File: src/rtl/igp_pkg.sv
// igp_pkg: constants shared by the inverter gate protection block
// assumes a 25 MHz system clock; times are in nanoseconds
package igp_pkg;
   localparam int CLK_NS = 40;
   // shortest on pulse the device must honour, ns
   localparam int MIN_ON_PULSE_NS = 1300;
   // shortest off pulse the device must honour, ns
   localparam int MIN_OFF_PULSE_NS = 3000;
   // leg blanking the host keeps, ns
   localparam int LEG_BLANKING_NS = 2700;
   // accepted pulses pass when stable this long; must stay below the minimum widths
   localparam int ON_FILT_CYC = MIN_ON_PULSE_NS / CLK_NS / 4;
   localparam int OFF_FILT_CYC = ON_FILT_CYC;
   // fault pulse length, 1.6 ms minimum
   localparam int FAULT_PULSE_LEN_NS = 1600000;
   localparam int FAULT_PULSE_CYC = (FAULT_PULSE_LEN_NS + CLK_NS - 1) / CLK_NS;
   localparam int NPH = 3;
   localparam int SYNC_W = 3;
endpackage : igp_pkg

File: src/rtl/igp_sync_if.sv
// igp_sync_if: carries synchronised protection flags between modules
// assumes both ends share sys_clk
`timescale 1ns/100ps
`default_nettype none
interface igp_sync_if;
   logic short_trip;
   logic low_uv;
   logic [2:0] high_uv;
   modport src (output short_trip, output low_uv, output high_uv);
   modport dst (input short_trip, input low_uv, input high_uv);
endinterface : igp_sync_if
`default_nettype wire

File: src/rtl/igp_sync.sv
// igp_sync: three-stage synchronisers for the analog comparator flags
// assumes raw flags are asynchronous to sys_clk
`timescale 1ns/100ps
`default_nettype none
module igp_sync (
   input wire logic sys_clk,
   input wire logic reset_n,
   input wire logic [4:0] raw,
   igp_sync_if.src flags
);
   logic [4:0] s1;
   logic [4:0] s2;
   logic [4:0] s3;
   logic [4:0] held;
   always_ff @(posedge sys_clk) begin
      if (!reset_n) begin
         s1 <= 5'h00;
         s2 <= 5'h00;
         s3 <= 5'h00;
      end else begin
         s1 <= raw;
         s2 <= s1;
         s3 <= s2;
      end
   end
   // a change counts once stage two and three agree
   genvar g;
   for (g = 0; g < 5; g++) begin : g_agree
      always_ff @(posedge sys_clk) begin
         if (!reset_n) begin
            held[g] <= 1'b0;
         end else if (s2[g] == s3[g]) begin
            held[g] <= s3[g];
         end
      end
   end
   assign flags.short_trip = held[0];
   assign flags.low_uv = held[1];
   assign flags.high_uv = held[4:2];
endmodule : igp_sync
`default_nettype wire

File: src/rtl/igp_top.sv
// igp_top: gate command passing and protection sequencing for a 3-phase bridge
// assumes host pwm commands arrive asynchronously; fault_out_n has an external pull-up
// Functional notes
// - On pulses shorter than 1.3 us may be ignored; the host keeps them at least that long.
// - Off pulses must last 3.0 us (5.0 us at high current); shorter ones may be ignored.
// - Short-circuit detection uses the filtered sense input and acts on low-side switches only.
// - A short circuit forces all three low-side gates off at once whatever the commands.
// - A short-circuit trip asserts the fault output for a configured pulse length.
// - After the fault pulse each low-side switch stays off until its own fresh rising command.
// - Low-side supply undervoltage turns all low-side switches off regardless of command.
// - Low-side undervoltage holds the fault at least the pulse length and while below release.
// - After low-side supply recovers, each low switch waits for its own rising command.
// - High-side supply undervoltage turns off only that phase's high switch, with no fault.
// - After high-side supply recovers, that switch waits for its next rising command.
// - Commands are active high and an undriven input reads as off.
// - The fault output is open-drain active low; the host supplies the pull-up.
// - Only short circuit and low-side undervoltage assert the fault output.
`timescale 1ns/100ps
`default_nettype none
module igp_top #(
   parameter int FAULT_PULSE_LEN = igp_pkg::FAULT_PULSE_CYC,
   parameter int FILT_CYC = igp_pkg::ON_FILT_CYC
) (
   input wire logic sys_clk,
   input wire logic reset_n,
   input wire logic phase_a_high_cmd,
   input wire logic phase_b_high_cmd,
   input wire logic phase_c_high_cmd,
   input wire logic phase_a_low_cmd,
   input wire logic phase_b_low_cmd,
   input wire logic phase_c_low_cmd,
   input wire logic short_circuit_trip,
   input wire logic low_supply_uv,
   input wire logic [2:0] high_supply_uv,
   output logic [2:0] high_gate,
   output logic [2:0] low_gate,
   input wire logic fault_out_n_in,
   output logic fault_out_n_out,
   output logic fault_out_n_oe_n
);
   localparam int NPH = igp_pkg::NPH;
   localparam int CW = $clog2(FAULT_PULSE_LEN + 1);
   localparam int FW = $clog2(FILT_CYC + 1);

   typedef enum logic [1:0] {
      IGP_IDLE = 2'b00,
      IGP_PULSE = 2'b01,
      IGP_HOLD = 2'b10
   } igp_fault_e;

   igp_sync_if sync_bus ();
   // comparator levels are asynchronous, so they enter through the synchroniser
   igp_sync u_sync (
      .sys_clk(sys_clk),
      .reset_n(reset_n),
      .raw({high_supply_uv, low_supply_uv, short_circuit_trip}),
      .flags(sync_bus)
   );

   logic [5:0] raw_cmd;
   logic [5:0] c1;
   logic [5:0] c2;
   logic [5:0] c3;
   logic [5:0] cmd;
   logic [5:0] cmd_d;
   logic [5:0] rise;
   logic [FW-1:0] filt_cnt [6];
   logic [2:0] low_block;
   logic [2:0] high_block;
   logic low_block_req;
   logic short_d;
   logic short_rise;
   igp_fault_e fstate;
   logic [CW-1:0] fcnt;

   // an undriven pin is pulled low and so is simply an off command
   assign raw_cmd = {phase_c_low_cmd, phase_b_low_cmd, phase_a_low_cmd,
                     phase_c_high_cmd, phase_b_high_cmd, phase_a_high_cmd};

   always_ff @(posedge sys_clk) begin
      if (!reset_n) begin
         c1 <= 6'h00;
         c2 <= 6'h00;
         c3 <= 6'h00;
      end else begin
         c1 <= raw_cmd;
         c2 <= c1;
         c3 <= c2;
      end
   end

   // glitch filter: a level must stand FILT_CYC + 1 cycles; far shorter than the
   // 1.3 us / 3.0 us minimums so any legal pulse always passes
   genvar g;
   for (g = 0; g < 6; g++) begin : g_filt
      always_ff @(posedge sys_clk) begin
         if (!reset_n) begin
            filt_cnt[g] <= '0;
            cmd[g] <= 1'b0;
         end else if (c2[g] != c3[g] || c3[g] == cmd[g]) begin
            filt_cnt[g] <= '0;
         end else if (filt_cnt[g] == FW'(FILT_CYC)) begin
            cmd[g] <= c3[g];
            filt_cnt[g] <= '0;
         end else begin
            filt_cnt[g] <= filt_cnt[g] + 1'b1;
         end
      end
   end

   always_ff @(posedge sys_clk) begin
      if (!reset_n) begin
         cmd_d <= 6'h00;
      end else begin
         cmd_d <= cmd;
      end
   end
   assign rise = cmd & ~cmd_d;

   always_ff @(posedge sys_clk) begin
      if (!reset_n) begin
         short_d <= 1'b0;
      end else begin
         short_d <= sync_bus.short_trip;
      end
   end
   assign short_rise = sync_bus.short_trip & ~short_d;

   // fault sequencing: short circuit or low-side undervoltage only
   always_ff @(posedge sys_clk) begin
      if (!reset_n) begin
         fstate <= IGP_IDLE;
         fcnt <= '0;
      end else begin
         unique case (fstate)
            IGP_IDLE: begin
               if (short_rise || sync_bus.low_uv) begin
                  fstate <= IGP_PULSE;
                  fcnt <= CW'(FAULT_PULSE_LEN - 1);
               end
            end
            IGP_PULSE: begin
               if (fcnt != '0) begin
                  fcnt <= fcnt - 1'b1;
               end else if (sync_bus.low_uv) begin
                  fstate <= IGP_HOLD;
               end else begin
                  fstate <= IGP_IDLE;
               end
            end
            IGP_HOLD: begin
               if (!sync_bus.low_uv) begin
                  fstate <= IGP_IDLE;
               end
            end
            default: fstate <= IGP_IDLE;
         endcase
      end
   end

   // low sides stay blocked while trip or pulse lasts, then until own rising edge
   assign low_block_req = sync_bus.short_trip | sync_bus.low_uv | (fstate != IGP_IDLE);
   for (g = 0; g < NPH; g++) begin : g_low
      always_ff @(posedge sys_clk) begin
         if (!reset_n) begin
            low_block[g] <= 1'b0;
         end else if (low_block_req) begin
            low_block[g] <= 1'b1;
         end else if (rise[NPH+g]) begin
            low_block[g] <= 1'b0;
         end
      end
   end

   // high side: supply check only, never the short-circuit flag
   for (g = 0; g < NPH; g++) begin : g_high
      always_ff @(posedge sys_clk) begin
         if (!reset_n) begin
            high_block[g] <= 1'b0;
         end else if (sync_bus.high_uv[g]) begin
            high_block[g] <= 1'b1;
         end else if (rise[g]) begin
            high_block[g] <= 1'b0;
         end
      end
   end

   // a blocked switch comes back only in the cycle its own command rises
   function automatic logic [2:0] igp_allow(input logic [2:0] on, input logic [2:0] blocked,
                                            input logic [2:0] fresh);
      return on & (~blocked | fresh);
   endfunction : igp_allow

   // gates are cut on the clock edge after the block request appears
   always_ff @(posedge sys_clk) begin
      if (!reset_n) begin
         high_gate <= 3'h0;
         low_gate <= 3'h0;
      end else begin
         high_gate <= igp_allow(cmd[2:0], high_block, rise[2:0])
                      & ~sync_bus.high_uv;
         low_gate <= low_block_req ? 3'h0 :
                     igp_allow(cmd[5:3], low_block, rise[5:3]);
      end
   end

   // fault_out_n_in only mirrors the pin for the host; the sequencing never needs it
   // open drain: drive low only, enable active low while sinking
   always_ff @(posedge sys_clk) begin
      if (!reset_n) begin
         fault_out_n_out <= 1'b0;
         fault_out_n_oe_n <= 1'b1;
      end else begin
         fault_out_n_out <= 1'b0;
         fault_out_n_oe_n <= (fstate == IGP_IDLE) && !(short_rise || sync_bus.low_uv);
      end
   end
endmodule : igp_top
`default_nettype wire

File: config.mk
export PLATFORM = sky130hd
export DESIGN_NAME = igp_top
export DESIGN_NICKNAME = d
export VERILOG_FILES = /design/src/rtl/igp_pkg.sv /design/src/rtl/igp_sync_if.sv /design/src/rtl/igp_sync.sv /design/src/rtl/igp_top.sv
export SDC_FILE = /design/constraint.sdc
export NUM_CORES = 1
export LEC_CHECK = 0
export BUFFER_PORTS_ARGS = -buffer_cell sky130_fd_sc_hd__buf_2
export CAP_MARGIN = 20
export CORE_MARGIN = 5
export CORE_UTILIZATION = 60
export CTS_CLUSTER_DIAMETER = 80
export DETAILED_ROUTE_END_ITERATION = 10
export PLACE_DENSITY = 0.78
export SLEW_MARGIN = 25
export SYNTH_ARGS = -nofsm -noshare
export SYNTH_HDL_FRONTEND = slang
export SYNTH_SLANG_ARGS = --single-unit
File: constraint.sdc
create_clock -name sys_clk -period 2.6 [get_ports sys_clk]
set_input_delay 0.78 -clock sys_clk [delete_from_list [all_inputs] [get_ports sys_clk]]
set_output_delay 0.78 -clock sys_clk [all_outputs]
set_load 0.01 [all_outputs]
---- Yosys cells after proc, flatten, opt, wreduce, memory -nomap -nowiden ----
Memory sizes are Yosys's and may differ from the RTL's.
Cells that the tools add are included.
storage, ports and cells
  memory bits (writable) .................. 24
  memories kept ........................... 1
  bits of input ports ..................... 14
  register bits after elaboration ......... 82
  logic and storage cells ................. 239
memory list
  memory    words  width  read ports  clocked after Yosys merged registers in  write ports  line           text
  filt_cnt  6      4      6           0                                        6            igp_top.sv:67  logic [FW-1:0] filt_cnt [6];
cells by class
  muxes and demuxes ....................... 105
  $add $sub $neg .......................... 7
  reductions and logical operators ........ 28
  bitwise operators ....................... 39
  equal/unequal tests ..................... 29
operator list
  cell                     number
  $mux W1                  79
  $mux W4                  18
  $mux W16                 2
  $pmux W16 S2             1
  $add A4 B1 Y4 const B    6
  $eq A4 B4 Y1 const B     6
  $or A1 B1 Y1             20
  $reduce_bool A16 Y1      1
  $reduce_bool A2 Y1       8
  $sub A16 B1 Y16 const B  1
  $reduce_and A2 Y1        6
  $eq A1 B1 Y1             11
  $and A3 B3 Y3            3
  $not A3 Y3               3
  $mux W2                  4
  $ne A2 B2 Y1 const B     4
  $not A1 Y1               8
  $logic_or A1 B1 Y1       7
  $and A6 B6 Y6            1
  $ne A1 B1 Y1             6
  $not A6 Y6               1
  $or A3 B3 Y3             2
  $pmux W2 S3              1
  $reduce_and A3 Y1        2
  other kinds (7)          7

---- Depth between registers and ports, before layout ----
  depth after elaboration ................. 8
  depth in mapped cells ................... 7
  mapped depth without buffers ............ 6

---- By module ----
A second synthesis with hierarchy kept.
unflattened totals
  cells, all modules ...................... 429
  area total of the unflattened synthesis .. 4,317.9 um^2
by module, submodules not included
  module    cells each  area each (um^2)  times used
  igp_top   377         3,711.1           1
  igp_sync  52          606.8             1

---- Least setup slack after synthesis ----
No wires, ideal clock.
  kind .................................... reg2reg
  start point ............................. reg fcnt[0]
  end point ............................... reg fcnt[7]
  buffers on the path ..................... 0
  setup slack ............................. 777 ps
  library setup time ...................... 70 ps
  arrival ................................. 1,753 ps
  stages on the path, launching flop included .. 7
  required time ........................... 2,530 ps
  clock period less this slack ............ 1,823 ps
  cell sequence ........................... dfxtp_1 > inv_1 > ha_1 > nor3b_1 > and4_1 > or4_2 > a21oi_1
on the way
  word-level cells in the longest chain between the ends .. 3
  elaborated cells between the ends (all ways) .. 6
  classes of those cells .................. 1 x add/sub; 1 x eq/ne; 2 x mux; 2 x reduce/logical
ends and longest elaborated chain
  what                                                    line                            text
  start: declaration                                      igp_top.sv:74                   logic [CW-1:0] fcnt;
  start signal: assignment                                igp_top.sv:139                  fcnt <= CW'(FAULT_PULSE_LEN - 1);
  start signal: assignment                                igp_top.sv:144                  fcnt <= fcnt - 1'b1;
  $sub A16 B1 Y16 or $reduce_bool A16 Y1 (tied branches)  igp_top.sv:144, igp_top.sv:143
  $mux W16 or $ne A2 B2 Y1 (tied branches)                --
  $pmux W16 S2 or $reduce_and A3 Y1 (tied branches)       --
Several ways; a longest one is shown, not always the timed one. The select of a mux whose other input is x is not followed.
A chain may end at the register's enable or synchronous reset.

---- Final worst setup path ----
Ends and elaborated chain as after synthesis.

==> impl_results.rst <==
.. list-table::
   :header-rows: 1

   * - Metric
     - Value
   * - Global route overflow
     - 0
   * - Launch point of the worst hold path
     - cmd_d[3]$_SDFF_PN0_
   * - Via density
     - 5.15
   * - Std cell rows
     - 30
   * - H-tree levels
     - 3
   * - Max-cap violations
     - 0
   * - DRT Pass-1 Iters
     - 4
   * - Post-synthesis async set-or-reset flop share
     - 0
   * - Start-to-end type of the worst setup path
     - reg2reg
   * - Number of buffers added by the clock tree synthesis step
     - 9
   * - Yosys cell types
     - 44
   * - Count of clock tree sinks
     - 106
   * - Largest cells by area after synthesis
     - dfxtp_1 (38%), edfxtp_1 (17%), and2_1 (4.5%)
   * - Cell taking the most area after synthesis
     - dfxtp_1
   * - Effective utilization at floorplan
     - 0.625
   * - Post-cts hold buffer count
     - 0
   * - Worst min path class
     - reg2reg
   * - Layout Utilization
     - 0.693
   * - Hold worst-path end
     - low_gate[0]$_SDFF_PP0_
   * - Number of cells on the worst reg-to-reg path
     - 6
   * - Number of synthesized flops with an enable pin
     - 24
   * - Critical path data required time
     - 2.89 ns
   * - Kind of end point of the critical path
     - flip-flop
   * - GRT Resource Usage Total
     - 0.167
   * - Fill cells
     - 581
   * - Final non-filler cell total
     - 582
   * - Post-CTS setup repair buffer count
     - 0
   * - Slack of the worst reg-to-reg path
     - 0.47 ns
   * - Number of nets still failing antenna checks after routing
     - 0
   * - Via count of the first global-routing pass
     - 2850
   * - Arrival time reported for the critical path endpoint
     - 2.42 ns
   * - Peak supply drop
     - 0.000598 V
   * - Die W
     - 94.6 um
   * - Critical path peak fanout
     - 13
   * - Number of design-rule violations left by the first detailed-router iteration
     - 88
   * - Most frequent cells in the layout
     - dfxtp_1 (82), nor2_1 (51), inv_1 (32), o21ai_0 (31), and2_1 (31)
   * - Global-route wire length before repair
     - 11.9 mm
   * - Detailed placement HPWL
     - 4.74 mm
   * - Vias post-DR
     - 2998
   * - Total count of hold-check failures in the final report
     - 0
   * - Number of antenna violations at the first check in global routing
     - 0
   * - Post-layout worst setup margin
     - 0.473 ns
   * - Largest net degree at the start of global routing
     - 49
   * - Crit start category
     - flip-flop
   * - Mean instance size in the synthesized netlist
     - 9.82 sq um
   * - Fin crit period
     - 2.13 ns
   * - Leakage component of the power
     - 1.83 nW
   * - Highest Clock Rate
     - 0.470 GHz
   * - Boundary pin count
     - 22
   * - Capture point of the worst reg-to-reg path
     - fcnt[7]$_SDFFE_PN0P_
   * - Gp weighted congestion
     - 0.768
   * - Post-synthesis register bit count
     - 106
   * - Max-slew violations
     - 0
   * - Synthesized instance count
     - 437
   * - Die H
     - 94.6 um
   * - Routed WL per cell
     - 11.6 um
   * - Startpoint of the lowest-slack register-to-register path
     - fcnt[0]$_SDFFE_PN0P_
   * - Status
     - finished, final reports clean
   * - # DRC
     - 0
   * - Setup repair after global routing missed its margin
     - no
   * - Setup Skew
     - 0.00682 ns
   * - Count of yosys warnings during synthesis
     - 0
   * - Total instance count after detailed placement
     - 566
   * - Routed wire length
     - 6.77 mm
   * - Port Buffer Count
     - 19
   * - Most common cell after layout, fill and taps aside
     - dfxtp_1
   * - Clock root buffer master
     - clkbuf_8
   * - Latest clock arrival within the worst-skew pair
     - 0.35 ns
   * - TritonCTS clock tree
     - built
   * - Final setup viols
     - 0
   * - Depth of the worst hold-timing path
     - 1
   * - Portion of synthesized cell area occupied by the leading cell type
     - 0.383
   * - Worst rel slew slack
     - 0.666
   * - Post-CTS clock slew at the launch and capture registers of the worst setup and hold paths
     - 0.09 ns
   * - Ratio of cells with drive above 1 in the final layout
     - 0.0926
   * - Core area
     - 6870 sq um
   * - Count of cells resized by post-cts repair
     - 0
   * - Sequential share of the synthesized area
     - 0.551
   * - Post-layout nets
     - 508
   * - Total power
     - 2.85 mW
   * - Die Outline Area
     - 8940 sq um
   * - Portion of the clock cycle consumed by the worst path in the final layout
     - 0.818
   * - Power density over the cells
     - 598 nW/um^2
   * - Antenna diode count
     - 0
   * - Synthesis-to-layout area growth
     - 10.9%
   * - Slew of the pin with the lowest slew margin
     - 0.501 ns
   * - CTS max path bufs
     - 2
   * - Pre-CTS worst setup slack
     - 0.508 ns
   * - Prevailing post-synth register cell
     - dfxtp_1
   * - Setup total negative slack
     - 0 ns
   * - Cell area after synthesis
     - 4290 sq um
[critical path, stage by stage (launching register included)]
cell and delay [ns]:
dfxtp_1 0.46, inv_1 0.07, ha_1 0.25, nor3b_1 0.15, and4_1 0.34, or4_2 0.64
a21oi_1 0.15
[power breakdown]
part	internal, mW	switching [mW]	leakage, nW
combinational	0.0455	0.0670	0.814
clock	0.479	0.514	0.0982
sequential	1.72	0.0241	0.914
total	2.24	0.605	1.83
[how the worst max path moves through the flow]
| stage | startpoint | to | slack, ns | depth (start not counted) |
|---|---|---|---|---|
| CTS | fcnt[0]$_SDFFE_PN0P_ | fcnt[7]$_SDFFE_PN0P_ | 0.47 | 6 |
| floorplan | fcnt[0]$_SDFFE_PN0P_ | fcnt[7]$_SDFFE_PN0P_ | 0.78 | 6 |
| global route | fcnt[0]$_SDFFE_PN0P_ | fcnt[7]$_SDFFE_PN0P_ | 0.27 | 6 |
| global placement | fcnt[0]$_SDFFE_PN0P_ | fcnt[7]$_SDFFE_PN0P_ | 0.54 | 6 |
| detailed placement | fcnt[0]$_SDFFE_PN0P_ | fcnt[7]$_SDFFE_PN0P_ | 0.51 | 6 |
| finish | fcnt[0]$_SDFFE_PN0P_ | fcnt[7]$_SDFFE_PN0P_ | 0.47 | 6 |
[logic make-up after synthesis]
group | after synthesis | share of synthesized area
compound gates | 75 | 0.0989
xor+xnor | 12 | 0.0245
fa+ha+maj | 13 | 0.0379
buf+inv | 46 | 0.0426
flops | 106 | 0.551
mux | 4 | 0.00933
other cells | 2 | 0.00175
simple gates | 179 | 0.234
[per-stage QoR]
stage | hold WS (ns) | cell area, sq um
2_1_floorplan | 0.405 | 4380
3_3_place_gp | 0.412 | 4560
3_5_place_dp | 0.419 | 4560
4_1_cts | 0.435 | 4760
5_1_grt | 0.453 | 4760
6_report | 0.434 | 4760
[layout make-up]
type	count	area [sq um]	share of cell area
Sequential cell	106	2360	0.496
Multi-Input combinational cell	308	1830	0.385
Clock buffer	13	149	0.0313
Timing Repair Buffer	23	125	0.0263
Inverter	33	124	0.0260
Tap cell	96	120	0.0252
Clock inverter	3	47.5	0.00999
[Yosys cell counts, types with 2 or more instances]
cell type   n
nand3b_1   16
or4_1       5
or3_1       4
nand2b_1   13
o21ai_0    31
nand4_1     2
edfxtp_1   24
o31ai_1     4
nand3_1    16
and2_1     31
dfxtp_1    82
nor4_1      6
mux2i_1     4
a31oi_1     9
conb_1      2
a21oi_1    22
xor2_1      6
ha_1       13
or3_2       2
nand2_1    20
nor2_1     51
buf_4       2
clkbuf_1    9
inv_1      32
buf_2       2
xnor2_1     6
a211oi_1    5
nor3b_1     2
[layer usage]
layer | global-route usage | share of wire
met5 | 0 | 0
met4 | 0.0649 | 0.012
met3 | 0.0367 | 0.036
met2 | 0.287 | 0.48
met1 | 0.206 | 0.47
[state kept, by name (all words and copies together) (netlist names), 6 cells and up]
name      flops
cmd_d         6
fcnt         16
cmd           6
filt_cnt     24
c1            6
c2            6
c3            6
No activity file was read; power rests on OpenSTA's default activity.
